## config.mk

```make
export PLATFORM = sky130hd
export DESIGN_NAME = fpm_top
export DESIGN_NICKNAME = d
export VERILOG_FILES = /design/src/fpm_pkg.sv /design/src/fpm_debounce.sv /design/src/fpm_press.sv /design/src/fpm_top.sv
export VERILOG_INCLUDE_DIRS = /design/src /design/src/src
export SDC_FILE = /design/constraint.sdc
export NUM_CORES = 1
export LEC_CHECK = 0
export BUFFER_PORTS_ARGS = -buffer_cell sky130_fd_sc_hd__buf_2
export CAP_MARGIN = 20
export CORE_MARGIN = 2
export CORE_UTILIZATION = 23
export CTS_BUF_LIST = sky130_fd_sc_hd__clkbuf_4 sky130_fd_sc_hd__clkbuf_8
export DETAILED_ROUTE_END_ITERATION = 16
export GPL_TIMING_DRIVEN = 1
export PLACE_DENSITY = 0.39
export SLEW_MARGIN = 15
export SYNTH_ARGS = -nofsm -noshare
export SYNTH_HDL_FRONTEND = slang
export SYNTH_SLANG_ARGS = --single-unit
export TNS_END_PERCENT = 5
```

## constraint.sdc

```tcl
create_clock -name aclk -period 4.4 [get_ports aclk]
set_input_delay 1.1 -clock aclk [delete_from_list [all_inputs] [get_ports aclk]]
set_output_delay 1.1 -clock aclk [all_outputs]
set_load 0.02 [all_outputs]
```

## src/fpm_map.svh

```systemverilog
// Register map, codes and timing constants of the front-panel menu block
// Notes on behaviour
// RULE_01: In normal operation a press longer than one second opens the menu.
// RULE_02: Scroll: cursor line one, knob picks parameter, line two its value.
// RULE_03: Scroll mode: short press enters edit mode, cursor on line two.
// RULE_04: Edit: knob steps a candidate shown on line two, not yet applied.
// RULE_05: Edit: short press commits candidate, back to scroll on line one.
// RULE_06: Edit: long press drops candidate, keeps old value, back to scroll.
// RULE_07: Scroll mode: long press closes the menu, normal operation resumes.
// RULE_08: Menu active: analog outputs hold their last value.
// RULE_09: Menu active: serial measurement output stays idle.
// RULE_10: Knob held at power-up locks controls: no menu, no remote changes.
// RULE_11: Lock keeps normal operation until standby or power loss.
// RULE_12: Backlight codes 1 off, 2 dark, 3 medium, 4 bright drive intensity.
// RULE_13: Add-on module shows field setting 0 and cannot change it.
// RULE_14: Main module field code 1 is off, code 2 is twenty percent.
// RULE_15: Field codes 3, 4, 5 give 40, 60, 80 percent; 6 gives full.
// RULE_16: Output swing offers plus-minus 9 V and plus-minus 4.5 V.
// RULE_17: Press timed to release; exactly one second is short; debounced.
`ifndef FPM_MAP_SVH
`define FPM_MAP_SVH

// Register byte offsets
`define FPM_ADDR_CTRL     8'h00
`define FPM_ADDR_STATUS   8'h04
`define FPM_ADDR_SETTINGS 8'h08
`define FPM_AXI_AW        8

// Control and status fields
`define FPM_CTRL_STBY     0
`define FPM_ST_STATE_LSB  0
`define FPM_ST_CURSOR     2
`define FPM_ST_LOCKED     3
`define FPM_ST_MAIN       4
`define FPM_ST_PIDX_LSB   8
`define FPM_ST_CAND_LSB   12
`define FPM_SET_BL_LSB    0
`define FPM_SET_FS_LSB    4
`define FPM_SET_SW_LSB    8

// Bus responses
`define FPM_RESP_OKAY     2'h0
`define FPM_RESP_SLVERR   2'h2

// Parameters and setting codes
`define FPM_NPAR          3
`define FPM_PIDX_W        2
`define FPM_SET_W         3
`define FPM_P_BL          0
`define FPM_P_FS          1
`define FPM_P_SW          2
`define FPM_PIDX_LAST     2'h2
`define FPM_BL_MIN        3'h1
`define FPM_BL_MAX        3'h4
`define FPM_BL_RST        3'h3
`define FPM_FS_ADDON      3'h0
`define FPM_FS_MIN        3'h1
`define FPM_FS_MAX        3'h6
`define FPM_SW_9V         3'h1
`define FPM_SW_4V5        3'h2

// Field strength in percent of nominal
`define FPM_PCT_OFF       7'h00
`define FPM_PCT_20        7'h14
`define FPM_PCT_40        7'h28
`define FPM_PCT_60        7'h3c
`define FPM_PCT_80        7'h50
`define FPM_PCT_100       7'h64

// Timing
`define FPM_CLK_NS        25
`define FPM_LONG_NS       1000000000
`define FPM_DB_NS         5000000
`define FPM_BOOT_NS       500000000
`define FPM_CNT_W         26
`define FPM_ANA_W         16
`define FPM_SER_W         8

`endif

```

## src/fpm_pkg.sv

```systemverilog
// Types of the front-panel menu block
package fpm_pkg;
`include "fpm_map.svh"

  typedef enum logic [1:0] {
    FPM_BOOT   = 2'b00,
    FPM_NORMAL = 2'b01,
    FPM_SCROLL = 2'b10,
    FPM_EDIT   = 2'b11
  } fpm_state_t;

  typedef logic [`FPM_NPAR-1:0][`FPM_SET_W-1:0] fpm_set_t;

  typedef struct packed {
    fpm_state_t                state;
    logic                      locked;
    logic                      main_mod;
    logic                      stby;
    logic [`FPM_CNT_W-1:0]     boot_cnt;
    fpm_set_t                  settings;
    logic [`FPM_SET_W-1:0]     cand;
    logic [`FPM_PIDX_W-1:0]    pidx;
    logic                      a_prev;
    logic [1:0]                bl_out;
    logic                      fs_en;
    logic [6:0]                fs_pct;
    logic                      sw_half;
    logic                      cursor;
    logic [`FPM_SET_W-1:0]     disp_val;
    logic [`FPM_ANA_W-1:0]     ana;
    logic                      txv;
    logic [`FPM_SER_W-1:0]     txd;
    logic                      awv;
    logic [`FPM_AXI_AW-1:0]    awa;
    logic                      wv;
    logic [31:0]               wd;
    logic [3:0]                ws;
    logic                      bv;
    logic [1:0]                br;
    logic                      rv;
    logic [31:0]               rd;
    logic [1:0]                rr;
  } fpm_top_st_t;
endpackage

```

## src/fpm_debounce.sv

```systemverilog
// Pin synchroniser and debouncer for the knob and strap inputs
`timescale 1ns/1ps
`include "fpm_map.svh"
module fpm_debounce #(
  parameter int W         = 4,
  parameter int DB_CYCLES = `FPM_DB_NS / `FPM_CLK_NS
) (
  // Clock and reset
  input  wire logic         aclk,
  input  wire logic         aresetn,
  input  wire logic         ce,
  // Pins in, clean levels out
  input  wire logic [W-1:0] pin_in,
  output logic      [W-1:0] level_out
);
  if (W < 1 || DB_CYCLES < 1 || DB_CYCLES >= (1 << `FPM_CNT_W)) begin
    $error("fpm_debounce: unsupported parameters");
  end

  typedef struct packed {
    logic [W-1:0]                 s1;
    logic [W-1:0]                 s2;
    logic [W-1:0]                 s3;
    logic [W-1:0]                 lvl;
    logic [W-1:0][`FPM_CNT_W-1:0] cnt;
  } fpm_db_st_t;

  fpm_db_st_t r;
  fpm_db_st_t n;

  always_comb begin
    n    = r;
    n.s1 = pin_in;
    n.s2 = r.s1;
    n.s3 = r.s2;
    for (int i = 0; i < W; i++) begin
      // Count how long stage two and three agree on a new level
      if (r.s2[i] != r.s3[i] || r.s3[i] == r.lvl[i]) begin
        n.cnt[i] = '0;
      end else if (r.cnt[i] == `FPM_CNT_W'(DB_CYCLES - 1)) begin
        n.lvl[i] = r.s3[i]; // [RULE_17]
        n.cnt[i] = '0;
      end else begin
        n.cnt[i] = r.cnt[i] + `FPM_CNT_W'(1);
      end
    end
  end

  always_ff @(posedge aclk) begin
    if (!aresetn) begin
      r <= '0;
    end else if (ce) begin
      r <= n;
    end
  end

  assign level_out = r.lvl;
endmodule

```

## src/fpm_press.sv

```systemverilog
// Knob press timer that classifies each press as short or long
`timescale 1ns/1ps
`include "fpm_map.svh"
module fpm_press #(
  parameter int LONG_CYCLES = `FPM_LONG_NS / `FPM_CLK_NS
) (
  // Clock and reset
  input  wire logic aclk,
  input  wire logic aresetn,
  input  wire logic ce,
  // Debounced push level
  input  wire logic push,
  // Press events, one cycle each
  output logic      short_ev,
  output logic      long_ev
);
  if (LONG_CYCLES < 1 || LONG_CYCLES + 1 >= (1 << `FPM_CNT_W)) begin
    $error("fpm_press: unsupported LONG_CYCLES");
  end

  typedef struct packed {
    logic                  prev;
    logic [`FPM_CNT_W-1:0] cnt;
    logic                  sh;
    logic                  lg;
  } fpm_pr_st_t;

  fpm_pr_st_t r;
  fpm_pr_st_t n;

  always_comb begin
    n      = r;
    n.prev = push;
    n.sh   = 1'b0;
    n.lg   = 1'b0;
    if (push) begin
      if (!r.prev) begin
        n.cnt = `FPM_CNT_W'(1);
      end else if (r.cnt <= `FPM_CNT_W'(LONG_CYCLES)) begin
        n.cnt = r.cnt + `FPM_CNT_W'(1);
      end
    end else if (r.prev) begin
      // Judged at release; exactly the threshold counts as short
      n.lg = (r.cnt > `FPM_CNT_W'(LONG_CYCLES)); // [RULE_17]
      n.sh = !n.lg; // [RULE_17]
    end
  end

  always_ff @(posedge aclk) begin
    if (!aresetn) begin
      r <= '0;
    end else if (ce) begin
      r <= n;
    end
  end

  assign short_ev = r.sh;
  assign long_ev  = r.lg;
endmodule

```

## src/fpm_top.sv

```systemverilog
// Front-panel menu controller with knob input and AXI4-Lite registers
//
// Added by the designer: register access over AXI4-Lite and the address map.
`timescale 1ns/1ps
`include "fpm_map.svh"
module fpm_top #(
  parameter int LONG_CYCLES = `FPM_LONG_NS / `FPM_CLK_NS,
  parameter int DB_CYCLES   = `FPM_DB_NS / `FPM_CLK_NS,
  parameter int BOOT_CYCLES = `FPM_BOOT_NS / `FPM_CLK_NS
) (
  // Clock, reset, enable
  input  wire logic                   aclk,
  input  wire logic                   aresetn,
  input  wire logic                   ce,
  // Knob and module strap pins
  input  wire logic                   knob_a,
  input  wire logic                   knob_b,
  input  wire logic                   knob_push,
  input  wire logic                   main_strap,
  // Display state
  output logic                        disp_menu,
  output logic                        disp_lock_msg,
  output logic                        disp_cursor,
  output logic [`FPM_PIDX_W-1:0]      disp_param,
  output logic [`FPM_SET_W-1:0]       disp_value,
  // Backlight, field and swing controls
  output logic [1:0]                  backlight_level,
  output logic                        field_enable,
  output logic [6:0]                  field_pct,
  output logic                        swing_half,
  // Analog output path
  input  wire logic                   ana_in_valid,
  input  wire logic [`FPM_ANA_W-1:0]  ana_in,
  output logic [`FPM_ANA_W-1:0]       ana_out,
  // Serial measurement path
  input  wire logic                   meas_valid,
  input  wire logic [`FPM_SER_W-1:0]  meas_data,
  output logic                        meas_ready,
  output logic                        ser_tx_valid,
  output logic [`FPM_SER_W-1:0]       ser_tx_data,
  input  wire logic                   ser_tx_ready,
  // AXI4-Lite slave
  input  wire logic                   s_axi_awvalid,
  output logic                        s_axi_awready,
  input  wire logic [`FPM_AXI_AW-1:0] s_axi_awaddr,
  input  wire logic [2:0]             s_axi_awprot,
  input  wire logic                   s_axi_wvalid,
  output logic                        s_axi_wready,
  input  wire logic [31:0]            s_axi_wdata,
  input  wire logic [3:0]             s_axi_wstrb,
  output logic                        s_axi_bvalid,
  input  wire logic                   s_axi_bready,
  output logic [1:0]                  s_axi_bresp,
  input  wire logic                   s_axi_arvalid,
  output logic                        s_axi_arready,
  input  wire logic [`FPM_AXI_AW-1:0] s_axi_araddr,
  input  wire logic [2:0]             s_axi_arprot,
  output logic                        s_axi_rvalid,
  input  wire logic                   s_axi_rready,
  output logic [31:0]                 s_axi_rdata,
  output logic [1:0]                  s_axi_rresp
);
  if (BOOT_CYCLES < 1 || BOOT_CYCLES >= (1 << `FPM_CNT_W)) begin
    $error("fpm_top: unsupported BOOT_CYCLES");
  end

  logic [3:0] pins_clean;
  logic       a_db;
  logic       b_db;
  logic       push_db;
  logic       strap_db;
  logic       short_ev;
  logic       long_ev;

  fpm_debounce #(
    .W         (4),
    .DB_CYCLES (DB_CYCLES)
  ) u_db (
    .aclk      (aclk),
    .aresetn   (aresetn),
    .ce        (ce),
    .pin_in    ({main_strap, knob_push, knob_b, knob_a}),
    .level_out (pins_clean)
  );

  assign a_db     = pins_clean[0];
  assign b_db     = pins_clean[1];
  assign push_db  = pins_clean[2];
  assign strap_db = pins_clean[3];

  fpm_press #(
    .LONG_CYCLES (LONG_CYCLES)
  ) u_press (
    .aclk     (aclk),
    .aresetn  (aresetn),
    .ce       (ce),
    .push     (push_db),
    .short_ev (short_ev),
    .long_ev  (long_ev)
  );

  // Code limits of each parameter
  function automatic logic [`FPM_SET_W-1:0] lo_of(
    input logic [`FPM_PIDX_W-1:0] p,
    input logic                   main_m
  );
    if (p == `FPM_PIDX_W'(`FPM_P_BL)) begin
      lo_of = `FPM_BL_MIN;
    end else if (p == `FPM_PIDX_W'(`FPM_P_FS)) begin
      lo_of = main_m ? `FPM_FS_MIN : `FPM_FS_ADDON;
    end else begin
      lo_of = `FPM_SW_9V;
    end
  endfunction

  function automatic logic [`FPM_SET_W-1:0] hi_of(
    input logic [`FPM_PIDX_W-1:0] p,
    input logic                   main_m
  );
    if (p == `FPM_PIDX_W'(`FPM_P_BL)) begin
      hi_of = `FPM_BL_MAX;
    end else if (p == `FPM_PIDX_W'(`FPM_P_FS)) begin
      hi_of = main_m ? `FPM_FS_MAX : `FPM_FS_ADDON;
    end else begin
      hi_of = `FPM_SW_4V5;
    end
  endfunction

  // Field code to percent of nominal
  function automatic logic [6:0] pct_of(input logic [`FPM_SET_W-1:0] c);
    case (c)
      3'h2:    pct_of = `FPM_PCT_20;
      3'h3:    pct_of = `FPM_PCT_40;
      3'h4:    pct_of = `FPM_PCT_60;
      3'h5:    pct_of = `FPM_PCT_80;
      3'h6:    pct_of = `FPM_PCT_100;
      default: pct_of = `FPM_PCT_OFF;
    endcase
  endfunction

  localparam fpm_pkg::fpm_top_st_t RST = '{
    state:    fpm_pkg::FPM_BOOT,
    settings: {`FPM_SW_9V, `FPM_FS_MAX, `FPM_BL_RST},
    default:  '0
  };

  fpm_pkg::fpm_top_st_t r;
  fpm_pkg::fpm_top_st_t n;

  logic                      rot_up;
  logic                      rot_dn;
  logic                      wr_go;
  logic [`FPM_SET_W-1:0]     lo;
  logic [`FPM_SET_W-1:0]     hi;
  logic [`FPM_SET_W-1:0]     v_bl;
  logic [`FPM_SET_W-1:0]     v_fs;
  logic [`FPM_SET_W-1:0]     v_sw;
  logic [`FPM_SET_W-1:0]     bl_m1;

  assign rot_up = a_db && !r.a_prev && !b_db;
  assign rot_dn = a_db && !r.a_prev && b_db;
  assign wr_go  = r.awv && r.wv && !r.bv;
  assign v_bl   = r.wd[`FPM_SET_BL_LSB +: `FPM_SET_W];
  assign v_fs   = r.wd[`FPM_SET_FS_LSB +: `FPM_SET_W];
  assign v_sw   = r.wd[`FPM_SET_SW_LSB +: `FPM_SET_W];

  // Handshakes close only on enabled edges
  assign s_axi_awready = ce && !r.awv;
  assign s_axi_wready  = ce && !r.wv;
  assign s_axi_arready = ce && !r.rv;

  always_comb begin
    n        = r;
    n.a_prev = a_db;
    lo       = lo_of(r.pidx, r.main_mod);
    hi       = hi_of(r.pidx, r.main_mod);

    // Bus handshakes
    if (r.bv && s_axi_bready) begin
      n.bv = 1'b0;
    end
    if (r.rv && s_axi_rready) begin
      n.rv = 1'b0;
    end
    if (s_axi_awvalid && !r.awv) begin
      n.awv = 1'b1;
      n.awa = s_axi_awaddr;
    end
    if (s_axi_wvalid && !r.wv) begin
      n.wv = 1'b1;
      n.wd = s_axi_wdata;
      n.ws = s_axi_wstrb;
    end

    // Menu state machine
    case (r.state)
      fpm_pkg::FPM_BOOT: begin
        n.boot_cnt = r.boot_cnt + `FPM_CNT_W'(1);
        if (push_db) begin
          n.locked = 1'b1; // [RULE_10]
        end
        if (r.boot_cnt == `FPM_CNT_W'(BOOT_CYCLES - 1)) begin
          n.state    = fpm_pkg::FPM_NORMAL;
          n.main_mod = strap_db;
          if (!strap_db) begin
            n.settings[`FPM_P_FS] = `FPM_FS_ADDON; // [RULE_13]
          end
        end
      end
      fpm_pkg::FPM_NORMAL: begin
        if (long_ev && !r.locked && !r.stby) begin
          n.state = fpm_pkg::FPM_SCROLL; // [RULE_01] [RULE_10] [RULE_11]
          n.pidx  = '0;
        end
      end
      fpm_pkg::FPM_SCROLL: begin
        if (long_ev) begin
          n.state = fpm_pkg::FPM_NORMAL; // [RULE_07]
        end else if (short_ev) begin
          n.state = fpm_pkg::FPM_EDIT; // [RULE_03]
          n.cand  = r.settings[r.pidx];
        end else if (rot_up) begin
          n.pidx = (r.pidx == `FPM_PIDX_LAST) ? '0 // [RULE_02]
                 : r.pidx + `FPM_PIDX_W'(1);
        end else if (rot_dn) begin
          n.pidx = (r.pidx == '0) ? `FPM_PIDX_LAST // [RULE_02]
                 : r.pidx - `FPM_PIDX_W'(1);
        end
      end
      fpm_pkg::FPM_EDIT: begin
        if (long_ev) begin
          n.state = fpm_pkg::FPM_SCROLL; // [RULE_06]
        end else if (short_ev) begin
          n.state             = fpm_pkg::FPM_SCROLL; // [RULE_05]
          n.settings[r.pidx]  = r.cand;
        end else if (rot_up) begin
          n.cand = (r.cand >= hi) ? lo : r.cand + 3'h1; // [RULE_04]
        end else if (rot_dn) begin
          n.cand = (r.cand <= lo) ? hi : r.cand - 3'h1; // [RULE_04]
        end
      end
      default: n.state = fpm_pkg::FPM_NORMAL;
    endcase

    // Standby clears the lock and closes the menu
    if (r.stby && r.state != fpm_pkg::FPM_BOOT) begin
      n.locked = 1'b0; // [RULE_11]
      n.state  = fpm_pkg::FPM_NORMAL;
    end

    // Register writes
    if (wr_go) begin
      n.awv = 1'b0;
      n.wv  = 1'b0;
      n.bv  = 1'b1;
      n.br  = `FPM_RESP_OKAY;
      if (r.awa == `FPM_ADDR_CTRL) begin
        if (r.ws[0]) begin
          n.stby = r.wd[`FPM_CTRL_STBY];
        end
      end else if (r.awa == `FPM_ADDR_SETTINGS) begin
        if (r.locked) begin
          n.br = `FPM_RESP_SLVERR; // [RULE_10]
        end else begin
          if (r.ws[0] && v_bl >= `FPM_BL_MIN && v_bl <= `FPM_BL_MAX) begin
            n.settings[`FPM_P_BL] = v_bl;
          end
          if (r.ws[0] && r.main_mod && v_fs >= `FPM_FS_MIN
              && v_fs <= `FPM_FS_MAX) begin
            n.settings[`FPM_P_FS] = v_fs; // [RULE_13]
          end
          if (r.ws[1] && v_sw >= `FPM_SW_9V && v_sw <= `FPM_SW_4V5) begin
            n.settings[`FPM_P_SW] = v_sw;
          end
        end
      end else if (r.awa != `FPM_ADDR_STATUS) begin
        n.br = `FPM_RESP_SLVERR;
      end
    end

    // Register reads
    if (s_axi_arvalid && !r.rv) begin
      n.rv = 1'b1;
      n.rd = '0;
      n.rr = `FPM_RESP_OKAY;
      if (s_axi_araddr == `FPM_ADDR_CTRL) begin
        n.rd[`FPM_CTRL_STBY] = r.stby;
      end else if (s_axi_araddr == `FPM_ADDR_STATUS) begin
        n.rd[`FPM_ST_STATE_LSB +: 2]          = r.state;
        n.rd[`FPM_ST_CURSOR]                  = r.cursor;
        n.rd[`FPM_ST_LOCKED]                  = r.locked;
        n.rd[`FPM_ST_MAIN]                    = r.main_mod;
        n.rd[`FPM_ST_PIDX_LSB +: `FPM_PIDX_W] = r.pidx;
        n.rd[`FPM_ST_CAND_LSB +: `FPM_SET_W]  = r.cand;
      end else if (s_axi_araddr == `FPM_ADDR_SETTINGS) begin
        n.rd[`FPM_SET_BL_LSB +: `FPM_SET_W] = r.settings[`FPM_P_BL];
        n.rd[`FPM_SET_FS_LSB +: `FPM_SET_W] = r.settings[`FPM_P_FS];
        n.rd[`FPM_SET_SW_LSB +: `FPM_SET_W] = r.settings[`FPM_P_SW];
      end else begin
        n.rr = `FPM_RESP_SLVERR;
      end
    end

    // Registered display and control outputs
    n.cursor   = (n.state == fpm_pkg::FPM_EDIT); // [RULE_02] [RULE_03]
    n.disp_val = (n.state == fpm_pkg::FPM_EDIT) ? n.cand // [RULE_04]
               : n.settings[n.pidx]; // [RULE_02]
    bl_m1      = n.settings[`FPM_P_BL] - `FPM_BL_MIN;
    n.bl_out   = bl_m1[1:0]; // [RULE_12]
    n.fs_en    = n.main_mod // [RULE_14]
                 && n.settings[`FPM_P_FS] > `FPM_FS_MIN;
    n.fs_pct   = n.main_mod ? pct_of(n.settings[`FPM_P_FS]) // [RULE_15]
               : `FPM_PCT_OFF;
    n.sw_half  = (n.settings[`FPM_P_SW] == `FPM_SW_4V5); // [RULE_16]

    // Analog outputs update only in normal operation
    if (r.state == fpm_pkg::FPM_NORMAL && ana_in_valid) begin
      n.ana = ana_in; // [RULE_08]
    end

    // Serial output idles while the menu is open
    if (r.state != fpm_pkg::FPM_NORMAL) begin
      n.txv = 1'b0; // [RULE_09]
    end else begin
      if (r.txv && ser_tx_ready) begin
        n.txv = 1'b0;
      end
      if (meas_valid && (!r.txv || ser_tx_ready)) begin
        n.txv = 1'b1;
        n.txd = meas_data;
      end
    end
  end

  always_ff @(posedge aclk) begin
    if (!aresetn) begin
      r <= RST;
    end else if (ce) begin
      r <= n;
    end
  end

  // Menu-time samples are dropped rather than queued
  assign meas_ready = ce && ((r.state != fpm_pkg::FPM_NORMAL) // [RULE_09]
                    || !r.txv || ser_tx_ready);

  assign disp_menu       = r.state == fpm_pkg::FPM_SCROLL
                        || r.state == fpm_pkg::FPM_EDIT;
  assign disp_lock_msg   = r.locked; // [RULE_10]
  assign disp_cursor     = r.cursor;
  assign disp_param      = r.pidx;
  assign disp_value      = r.disp_val;
  assign backlight_level = r.bl_out;
  assign field_enable    = r.fs_en;
  assign field_pct       = r.fs_pct;
  assign swing_half      = r.sw_half;
  assign ana_out         = r.ana;
  assign ser_tx_valid    = r.txv && ce;
  assign ser_tx_data     = r.txd;
  assign s_axi_bvalid    = r.bv && ce;
  assign s_axi_bresp     = r.br;
  assign s_axi_rvalid    = r.rv && ce;
  assign s_axi_rdata     = r.rd;
  assign s_axi_rresp     = r.rr;
endmodule

```

==> impl_results.md, run 1 <==
- Clock Sinks: 271
- Cell Rows: 91
- Post-synth top area share: 0.382
- CTS resizes: 0
- Worst hold endpoint: ana_out[11]$_SDFFE_PN0P_
- Ant diodes: 0
- Synth top area cells: dfxtp_1 38%, a21oi_1 5.6%, nor2_1 5.1%, nand2_1 5.0%, o21ai_0 4.2%
- Type of the tightest min-delay check: reg -> reg
- Outcome: finished clean
- Initial Util: 0.231
- Maximum VDD drop: 0.172 mV
- Reg2Reg Depth: 11
- Worst R2R End: disp_value[2]$_SDFFE_PN0P_
- Detailed Place HPWL: 27.9 mm
- Most area-hungry cell type in the Yosys netlist: dfxtp_1
- Remaining antenna violation count: 0
- CP max FO: 11
- Hold Path Cell Cnt: 2
- Flops & latches, synth: 271
- Static leakage: 0.00577 µW
- Ys async rst share: 0
- Clock-pin slew of the registers on the worst-case setup and hold paths: 0.06 ns
- CP Capture Type: register
- Min cycle time layout: 3.56 ns
- Slew Viols, Final: 0
- GR Layer Usage met2: 0.207
- RSZ-0062 raised after global routing: false
- Gate Count Post-Synth: 1787
- Core area: 0.0614 mm²
- Die Width: 252 µm
- CTS tree: done
- Remaining DRCs: 0
- Cts hold-fix bufs: 0
- Pwr Density: 342 mW/mm²
- Seq pwr share: 0.450
- Max-cap viol count: 0
- NetSw: 1410 µW
- Slew headroom: 0.292
- Vias per cell: 4.83
- Multi-input logic area: 0.00780 mm²
- GP Congestion: 0.777
- Gr ovfl total: 0
- Crit path kind: reg -> reg
- Busiest grt layer: met2
- Reg2Reg Setup Slack: 0.84 ns
- Power, Total: 5580 µW
- Vias in the first global route: 12100
- Htree depth: 2
- Least-Margin Pin Slew: 1.06 ns
- Routed wire length: 41.5 mm
- Setup bufs post-CTS: 0
- Number of distinct library cells after synthesis: 86
- Clk_lat worst skew: 0.63 ns
- Filler Cells Inserted: 6697
- Clock Skew: 0.0338 ns
- Hold Vio Cnt, Final: 0
- Worst setup SP type: register
- Max clock buf depth: 3
- Pint: 4180 µW
- Routed len/inst: 15.5 µm
- Critical R2R Launch: disp_param[0]$_SDFFE_PN0P_
- Part of the cycle the worst path needs: 0.808
- Storage cell area: 0.00543 mm²
- GR met1 Demand/Resource: 0.172
- Clock Power Share: 0.490
- Critical hold path startpoint: ana_out[11]$_SDFFE_PN0P_
- Root Driver: clkbuf_8
- Worst Path Arrival: 4.10 ns
- Violation count after the first detailed-route iteration: 668
- Sw Share: 0.252
- Num CTS Buffers: 52
- Largest net degree at the start of global routing: 95
- EDFF count, synth: 0
- Total track usage: 0.127
- Die area: 0.0637 mm²
- WP data required: 4.95 ns
- I/O Buffers: 128
- I/O Pins: 183
- Met3 usage: 0.0212
- Die Y: 252 µm
- Synthesized area: 0.0142 mm²
- Post-synthesis sequential area ratio: 0.382
- Fraction of layout cells with a size suffix above 1: 0.152
- First-pass GRT wire length: 66.3 mm
- Layout area overhead: 15.0%
- Top_reg_cell synth: dfxtp_1
- Pre-antenna DRT Iters: 5
- Synth warnings: 0
- Total Nets Final: 1967
- Finish-stage setup viols: 0
- FMAX: 281 MHz
- Setup TNS: 0 ns
- Initial antenna violation count: 0
- Combinational share of power: 0.060
- Total number of vias: 12900
- Syn_area_per_cell: 7.94 µm²
==> Yosys cell counts, drive strengths merged (20+ instances only) <==
cell	number
buf	90
nor2	193
ha	23
mux2i	48
nor3b	21
nand3	72
and3	34
a21oi	159
a311oi	21
nand2	188
nand4	40
dfxtp	271
nor3	46
o21ai	122
inv	31
clkbuf	75
nor4	37
a22oi	20
or3	39
==> layout by cell type (no fill, tap or decap), types with 9 or more instances in the layout <==
cell type and n:
a21oi_1 159, a22oi_1 20, a311oi_1 21, a31oi_1 13, a41oi_1 9, and2_1 16
and3_1 33, buf_2 127, buf_4 22, clkbuf_4 14, clkbuf_8 73, conb_1 23
dfxtp_1 271, ha_1 23, inv_1 30, mux2i_1 48, nand2_1 188, nand3_1 72
nand4_1 39, nor2_1 193, nor2b_1 18, nor3_1 46, nor3b_1 21, nor4_1 33
o211ai_1 14, o21a_1 15, o21ai_0 118, o22ai_1 9, or2_2 9, or3_1 37
xnor2_1 11, xor2_1 15
==> worst max-delay path by stage <==
stage	start	endpoint
3_5_place_dp	disp_param[0]$_SDFFE_PN0P_	disp_value[2]$_SDFFE_PN0P_
5_1_grt	disp_param[0]$_SDFFE_PN0P_	disp_value[2]$_SDFFE_PN0P_
2_1_floorplan	ce	s_axi_bvalid
6_report	disp_param[0]$_SDFFE_PN0P_	disp_value[2]$_SDFFE_PN0P_
4_1_cts	disp_param[0]$_SDFFE_PN0P_	disp_value[2]$_SDFFE_PN0P_
3_3_place_gp	disp_param[0]$_SDFFE_PN0P_	disp_value[2]$_SDFFE_PN0P_
==> stage by stage <==
step / worst slack, ns / hold slack [ns] / utilization / std cells / area (µm²)
after global routing: 0.536 / 0.469 / 0.266 / 2677 / 16300
after CTS: 0.784 / 0.455 / 0.266 / 2677 / 16300
final: 0.844 / 0.450 / 0.266 / 2677 / 16300
after global placement: 0.878 / 0.438 / 0.247 / 2583 / 15200
after floorplan: 0.984 / 0.426 / - / 1809 / 14300
after detailed placement: 0.811 / 0.446 / 0.247 / 2583 / 15200
==> power by group through the flow <==
stage,sequential (µW),combinational (µW),clock (µW)
floorplan,2560,250,0
global placement,2570,339,0
detailed placement,2570,340,0
CTS,2510,342,2870
global route,2520,376,2960
finish,2510,336,2730
==> state kept, by name (all words and copies together), names as in the netlist, 2 cells and up <==
name	flops
u_db.r	108
r	67
u_press.r	27
ana_out	16
s_axi_rdata	13
ser_tx_data	8
u_db.n	8
field_pct	5
u_db.level_out	4
disp_value	3
backlight_level	2
disp_param	2
==> routing by layer <==
| layer | routed length (µm) | part of all wire |
|---|---|---|
| met1 | 20400 | 0.49 |
| met2 | 18700 | 0.45 |
| met3 | 1560 | 0.038 |
| met4 | 872 | 0.021 |
| met5 | 0 | 0 |
==> area by class of cell <==
class                           count  area share
Multi-Input combinational cell   1340       0.478
Sequential cell                   271       0.333
Timing Repair Buffer              150      0.0503
Tap cell                          790      0.0606
Inverter                           32     0.00767
Clock buffer                       87      0.0680
Clock inverter                      7     0.00238
==> cell families (layout without fill, tap and decap cells) <==
logic type / Yosys count / after routing / share of synthesized area
AO/OA/AOI/OAI: 444 / 444 / 0.193
multiplexers: 53 / 53 / 0.0378
XOR/XNOR: 26 / 26 / 0.0161
buffers and inverters: 198 / 276 / 0.0735
AND/OR/NAND/NOR: 771 / 771 / 0.276
adder cells (fa/ha/maj): 23 / 23 / 0.0203
flip-flops: 271 / 271 / 0.382
other: 1 / 23 / 0.000264
==> worst max-delay path: stages (launching register included) <==
cell,delay [ns]
dfxtp_1,0.63
inv_1,0.25
ha_1,0.30
or3b_2,0.47
ha_1,0.27
or2_2,0.29
and3_1,0.18
o31a_1,0.28
o31ai_1,0.30
a211o_1,0.14
o311ai_0,0.16
a21oi_1,0.20
No activity file was read; power rests on OpenSTA's default activity.
==> inputs of run 2 (changes only) <==
--- a/config.mk
+++ b/config.mk
@@ -6,6 +6,7 @@
 export SDC_FILE = /design/constraint.sdc
 export NUM_CORES = 1
 export LEC_CHECK = 0
+export ABC_AREA = 1
 export BUFFER_PORTS_ARGS = -buffer_cell sky130_fd_sc_hd__buf_2
 export CAP_MARGIN = 20
 export CORE_MARGIN = 2
@@ -13,7 +14,7 @@
 export CTS_BUF_LIST = sky130_fd_sc_hd__clkbuf_4 sky130_fd_sc_hd__clkbuf_8
 export DETAILED_ROUTE_END_ITERATION = 16
 export GPL_TIMING_DRIVEN = 1
-export PLACE_DENSITY = 0.39
+export PLACE_DENSITY = 0.4
 export SLEW_MARGIN = 15
 export SYNTH_ARGS = -nofsm -noshare
 export SYNTH_HDL_FRONTEND = slang
==> constraint.sdc (replaced) <==
create_clock -name aclk -period 3.1 [get_ports aclk]
set_input_delay 0.775 -clock aclk [delete_from_list [all_inputs] [get_ports aclk]]
set_output_delay 0.775 -clock aclk [all_outputs]
set_load 0.02 [all_outputs]
==> run 2 against run 1 <==
  * Via count grew 14%
  * Clock skew grew 0.0065 ns
  * Sequential share of layout area shrank 2.9 points
  * Final cell count grew 22%
  * Register-to-register slack lost 0.45 ns
  * Power grew 50%
  * Critical path depth shrank 5
  * Clock power grew 49%
  * Largest cell class unchanged
==> impl_results.md, run 2 <==
- Number of distinct library cells after synthesis: 66 (was 86)
- WP data required: 2.32 ns (was 4.95 ns)
- Initial antenna violation count: 1 (was 0)
- Routed len/inst: 14.0 µm (was 15.5 µm)
- Slew headroom: 0.497 (was 0.292)
- WHS: 0.394 ns (was 0.450 ns)
- Clock Sinks: 271 (unchanged)
- Setup bufs post-CTS: 0 (unchanged)
- Post-synthesis sequential area ratio: 0.350 (was 0.382)
- Vias in the first global route: 14300 (was 12100)
- Cell Rows: 95 (was 91)
- Root Driver: clkbuf_8 (unchanged)
- Biggest regs: u_db.r: 108 flops, r: 67 flops, u_press.r: 27 flops (unchanged)
- Final WS setup: 0.266 ns (was 0.844 ns)
- Outcome: finished clean (unchanged)
- Slew Viols, Final: 0 (unchanged)
- First-pass GRT wire length: 75.0 mm (was 66.3 mm)
- Static leakage: 0.00668 µW (was 0.00577 µW)
- Count leader, synth: nand2_1 (was dfxtp_1)
- Crit path kind: reg -> out (was reg -> reg)
- Total Nets Final: 2482 (was 1967)
- Fraction of layout cells with a size suffix above 1: 0.151 (was 0.152)
- FMAX: 353 MHz
- Ys async rst share: 0 (unchanged)
- RSZ-0062 raised after global routing: false (unchanged)
- Worst setup SP type: register (unchanged)
- Pre-antenna DRT Iters: 5 (unchanged)
- Die area: 0.0695 mm² (was 0.0637 mm²)
- Commonest cells after routing, fill and taps aside: 533 x nand2_1, 271 x dfxtp_1, 246 x inv_1 (was 271 x dfxtp_1, 193 x nor2_1, 188 x nand2_1)
- Most area-hungry cell type in the Yosys netlist: dfxtp_1 (unchanged)
- Gr ovfl total: 0 (unchanged)
- CP max FO: 3 (was 11)
- Num CTS Buffers: 51 (was 52)
- Vias per cell: 4.49 (was 4.83)
- Commonest non-fill, non-tap cell in the layout: nand2_1 (was dfxtp_1)
- Clock-pin slew of the registers on the worst-case setup and hold paths: 0.06 ns (about the same)
- Syn_area_per_cell: 6.79 µm² (was 7.94 µm²)
- Type of the tightest min-delay check: in -> reg (was reg -> reg)
- Initial Util: 0.232 (was 0.231)
- Hold Vio Cnt, Final: 0 (unchanged)
- Pre-CTS WS: 0.336 ns (was 0.811 ns)
- Top_reg_cell synth: dfxtp_1 (unchanged)
- Synth warnings: 0 (unchanged)
- Routed wire length: 45.9 mm (was 41.5 mm)
- GP Congestion: 0.840 (was 0.777)
- Remaining DRCs: 0 (unchanged)
- Clock Skew: 0.0403 ns (was 0.0338 ns)
- Total number of vias: 14700 (was 12900)
- Htree depth: 2 (unchanged)
- Worst Path Arrival: 2.06 ns (was 4.10 ns)
- Max FFs per register: 108 (unchanged)
- Filler Cells Inserted: 7381 (was 6697)
- Layout area overhead: 15.2% (was 15.0%)
- Detailed Place HPWL: 33.2 mm (was 27.9 mm)
- Clk_lat worst skew: 0.64 ns (was 0.63 ns)
- Post-synth top area share: 0.350 (was 0.382)
- CP Capture Type: primary output (was register)
- Setup TNS: 0 ns (unchanged)
- Min cycle time layout: 2.83 ns
- Violation count after the first detailed-route iteration: 645 (was 668)
- Die Y: 264 µm (was 252 µm)
- Flops & latches, synth: 271 (unchanged)
- Most flops, register: u_db.r (unchanged)
- Max-cap viol count: 0 (unchanged)
- Part of the cycle the worst path needs: 0.914
- Maximum VDD drop: 0.225 mV (was 0.172 mV)
- Core area: 0.0669 mm² (was 0.0614 mm²)
- EDFF count, synth: 0 (unchanged)
- I/O Buffers: 128 (unchanged)
- Remaining antenna violation count: 0 (unchanged)
- Finish-stage setup viols: 0 (unchanged)
- Largest net degree at the start of global routing: 114 (was 95)
- I/O Pins: 183 (unchanged)
- Synthesized area: 0.0155 mm² (was 0.0142 mm²)
- Commonest cells in the netlist: 533 x nand2_1, 271 x dfxtp_1, 248 x inv_1, 228 x a21oi_1, 190 x nor2_1 (was 271 x dfxtp_1, 193 x nor2_1, 188 x nand2_1, 159 x a21oi_1, 118 x o21ai_0)
- Max clock buf depth: 3 (unchanged)
- Die Width: 264 µm (was 252 µm)
- Gate Count Post-Synth: 2286 (was 1787)
- Pwr Density: 467 mW/mm² (was 342 mW/mm²)
- CTS tree: done (unchanged)
- Total track usage: 0.131 (was 0.127)
- Synth top area cells: dfxtp_1 35%, nand2_1 13%, a21oi_1 7.4%, inv_1 6.0%, nor2_1 4.6% (was dfxtp_1 38%, a21oi_1 5.6%, nor2_1 5.1%, nand2_1 5.0%, o21ai_0 4.2%)
- Least-Margin Pin Slew: 0.753 ns (was 1.06 ns)
-- run 2: changes by cell type after synthesis, moves of 18 or more --
cell and change:
a311oi_1 -21, nand2_1 +345, mux2i_1 -48, or3_1 -36, nand3_1 +52, nor3b_1 -21, inv_1 +218, clkbuf_1 -22
a21oi_1 +69, and3_1 -30, nor2_2 +19, a22oi_1 -19, nor2b_1 -18
-- run 2: worst paths after layout --
kind | from | end | slack [ns] | cells after the start
setup / recovery | r[169]$_SDFFE_PN0P_ | meas_ready | 0.27 | 6
hold / removal | main_strap | u_db.n[115]$_SDFFE_PN0P_ | 0.39 | 3
hold reg to reg | ser_tx_data[6]$_SDFFE_PN0P_ | ser_tx_data[6]$_SDFFE_PN0P_ | 0.44 | 2
setup reg to reg | disp_param[1]$_SDFFE_PN0P_ | disp_value[1]$_SDFFE_PN0P_ | 0.39 | 17
-- run 2: logic make-up after synthesis --
family          count (synthesis)  share of synthesized area
buf+inv                       421                      0.123
fa+ha+maj                      23                     0.0185
other cells                     1                   0.000242
simple gates                 1054                      0.312
compound gates                473                      0.171
flops                         271                      0.350
xor+xnor                       43                     0.0243
-- run 2: metal layers --
metal | wire [µm] | global-route usage | vias up | share of wire
li1 | - | - | 7605 | -
met1 | 21400 | 0.164 | 6786 | 0.46
met2 | 21500 | 0.222 | 249 | 0.47
met3 | 1860 | 0.0262 | 71 | 0.041
met4 | 1270 | 0.0451 | 0 | 0.028
met5 | 0 | 0 | - | 0
-- run 2: metrics by stage --
step           cells  power (µW)  instance area, µm²   util
5_1_grt         3275        8770               17900  0.267
3_5_place_dp    3181        4380               16700  0.249
6_report        3275        8350               17900  0.267
4_1_cts         3273        8550               17900  0.267
2_1_floorplan   2308        4160               15600      -
3_3_place_gp    3181        4370               16700  0.249
-- run 2: critical path, stage by stage (launching register included) --
cell and delay (ns):
dfxtp_1 0.33, inv_1 0.07, ha_1 0.22, nand2_1 0.08, nor2_1 0.08, nor2_1 0.40
buf_2 0.26
-- run 2: cell type report --
cell class	count	area, µm²	area share
clock buffers	76	958	0.0536
repair buffers	155	908	0.0508
inverters	267	1010	0.0566
well taps	873	1090	0.0611
clock inverters	16	216	0.0121
flip-flops and latches	271	5430	0.304
multi-input cells	1616	8260	0.462
diodes	1	2.50	0.000140
-- run 2: report_power, final --
| part | leakage, µW | total, µW | switching, µW | internal [µW] |
|---|---|---|---|---|
| logic | 0.00387 | 683 | 476 | 207 |
| clock network | 0.000613 | 4060 | 1660 | 2400 |
| registers | 0.00219 | 3610 | 57.5 | 3550 |
| total | 0.00668 | 8350 | 2200 | 6150 |
-- run 2: timing repair --
item | CTS | global route
gates resized for setup | 0 | 1
hold buffers | 0 | 0
endpoints found under the setup margin | 0 | 1
==> inputs of run 3 (changes only) <==
--- a/config.mk
+++ b/config.mk
@@ -14,6 +14,7 @@
 export CTS_BUF_LIST = sky130_fd_sc_hd__clkbuf_4 sky130_fd_sc_hd__clkbuf_8
 export DETAILED_ROUTE_END_ITERATION = 16
 export GPL_TIMING_DRIVEN = 1
+export MAX_ROUTING_LAYER = met4
 export PLACE_DENSITY = 0.4
 export SLEW_MARGIN = 15
 export SYNTH_ARGS = -nofsm -noshare
==> run 3 against run 2 <==
  * Power about the same
  * Clock power about the same
  * Sequential power about the same
  * Flip-flop and latch count unchanged
  * Routed wire length about the same
  * Highest routed layer unchanged
==> impl_results.md, run 3 (synthesis results as in run 2) <==
- Outcome: finished clean (unchanged)
- Total Nets Final: 2482 (unchanged)
- Final Cell Area: 0.0179 mm² (unchanged)
- Worst setup SP type: register (unchanged)
- Maximum VDD drop: 0.224 mV (was 0.225 mV)
- Worst Path Arrival: 2.06 ns (about the same)
- Die area: 0.0695 mm² (unchanged)
- Core area: 0.0669 mm² (unchanged)
- Remaining antenna violation count: 0 (unchanged)
- CP most frequent cell: nor2_1 (unchanged)
- CP max stage delay: 0.40 ns (about the same)
- Initial Util: 0.232 (unchanged)
- Setup TNS: 0 ns (unchanged)
- Clock Sinks: 271 (unchanged)
- Part of the cycle the worst path needs: 0.914 (about the same)
- Gr ovfl total: 0 (unchanged)
- Clock-pin slew of the registers on the worst-case setup and hold paths: 0.06 ns (about the same)
- I/O Pins: 183 (unchanged)
- Commonest non-fill, non-tap cell in the layout: nand2_1 (unchanged)
- Die Y: 264 µm (unchanged)
- Cell Rows: 95 (unchanged)
- Hold Path Cell Cnt: 3 (unchanged)
- Static leakage: 0.00668 µW (unchanged)
- FMAX: 353 MHz (about the same)
- Max FFs per register: 108 (unchanged)
- Remaining DRCs: 0 (unchanged)
- Finish-stage setup viols: 0 (unchanged)
- Root Driver: clkbuf_8 (unchanged)
- Vias per cell: 4.50 (was 4.49)
- Setup bufs post-CTS: 0 (unchanged)
- Final WS setup: 0.267 ns (was 0.266 ns)
- Initial antenna violation count: 1 (unchanged)
- CP Cell Sequence: inv_1, ha_1, nand2_1, nor2_1, nor2_1, buf_2 (unchanged)
- Htree depth: 2 (unchanged)
- Detailed Place HPWL: 33.2 mm (unchanged)
- Biggest regs: u_db.r: 108 flops, r: 67 flops, u_press.r: 27 flops (unchanged)
- Placed Area: 0.0167 mm² (unchanged)
- Type of the tightest min-delay check: in -> reg (unchanged)
- Vias in the first global route: 14300 (about the same)
- GP Congestion: 0.852 (was 0.840)
- Routed len/inst: 14.0 µm (about the same)
- Fraction of layout cells with a size suffix above 1: 0.151 (unchanged)
- WHS: 0.393 ns (was 0.394 ns)
- First-pass GRT wire length: 74.9 mm (was 75.0 mm)
- Reg2Reg Depth: 17 (unchanged)
- Filler Cells Inserted: 7381 (unchanged)
- Largest net degree at the start of global routing: 114 (unchanged)
- RSZ-0062 raised after global routing: false (unchanged)
- Pre-antenna DRT Iters: 5 (unchanged)
- Min cycle time layout: 2.83 ns (about the same)
- Least-Margin Pin Slew: 0.765 ns (was 0.753 ns)
- Layout area overhead: 15.2% (unchanged)
- Most flops, register: u_db.r (unchanged)
- Die Width: 264 µm (unchanged)
- Clk_lat worst skew: 0.63 ns (was 0.64 ns)
- Pwr Density: 467 mW/mm² (about the same)
- Critical R2R Launch: disp_param[1]$_SDFFE_PN0P_ (unchanged)
- Total number of vias: 14700 (about the same)
- CTS tree: done (unchanged)
- Crit path kind: reg -> out (unchanged)
- Pre-CTS WS: 0.336 ns (unchanged)
- Total track usage: 0.134 (was 0.131)
- Slew headroom: 0.490 (was 0.497)
- Slew Viols, Final: 0 (unchanged)
- Commonest cells after routing, fill and taps aside: 533 x nand2_1, 271 x dfxtp_1, 246 x inv_1 (unchanged)
- Max clock buf depth: 3 (unchanged)
- CP max FO: 3 (unchanged)
- CP max-delay cell: nor2_1 (unchanged)
- Routed wire length: 46.0 mm (was 45.9 mm)
- Violation count after the first detailed-route iteration: 669 (was 645)
- I/O Buffers: 128 (unchanged)
- CP Capture Type: primary output (unchanged)
- Clock Skew: 0.0400 ns (was 0.0403 ns)
- Power, Total: 8350 µW (about the same)
- Max-cap viol count: 0 (unchanged)
- Critical Path Start: r[169]$_SDFFE_PN0P_ (unchanged)
- Num CTS Buffers: 51 (unchanged)
- Critical hold path startpoint: main_strap (unchanged)
- WP data required: 2.32 ns (about the same)
- Hold Vio Cnt, Final: 0 (unchanged)
-- run 3: power breakdown --
group | internal [µW] | total, µW | switching (µW)
sequential | 3550 | 3610 | 57.6
clock | 2400 | 4060 | 1660
combinational | 207 | 682 | 475
total | 6150 | 8350 | 2190
-- run 3: worst max-delay path, delay by kind of cell (launching register included) --
| family | cells | cell delay [ns] |
|---|---|---|
| adder cells (fa/ha/maj) | 1 | 0.22 |
| AND/OR/NAND/NOR | 3 | 0.56 |
| buffers and inverters | 2 | 0.33 |
| flip-flops | 1 | 0.33 |
-- run 3: worst paths after layout --
path	endpoint	slack, ns
worst max-delay path	meas_ready	0.27
worst min-delay path	u_db.n[115]$_SDFFE_PN0P_	0.39
worst max register to register	disp_value[1]$_SDFFE_PN0P_	0.39
worst min register to register	ser_tx_data[6]$_SDFFE_PN0P_	0.44
-- run 3: routing by layer --
metal | track usage | vias to the layer above | wire (µm)
met5 | - | - | 0
met4 | 0.0451 | 0 | 1260
met3 | 0.0260 | 77 | 1950
met2 | 0.223 | 275 | 21500
met1 | 0.163 | 6790 | 21200
li1 | - | 7607 | -
-- run 3: cell type report --
cell class              instances  area (µm²)  share of cell area
well taps                     873        1090              0.0611
inverters                     267        1010              0.0566
clock inverters                16         216              0.0121
repair buffers                155         908              0.0508
diodes                          1        2.50            0.000140
clock buffers                  76         958              0.0536
multi-input cells            1616        8260               0.462
flip-flops and latches        271        5430               0.304
-- run 3: repair_timing --
item / 4_1_cts / 5_1_grt
endpoints found under the setup margin: 0 / 1
resized for setup: 0 / 1
hold buffers: 0 / 0
-- run 3: metrics by stage --
| stage | utilization | cells |
|---|---|---|
| 2_1_floorplan | - | 2308 |
| 3_3_place_gp | 0.249 | 3181 |
| 3_5_place_dp | 0.249 | 3181 |
| 4_1_cts | 0.267 | 3273 |
| 5_1_grt | 0.267 | 3275 |
| 6_report | 0.267 | 3275 |
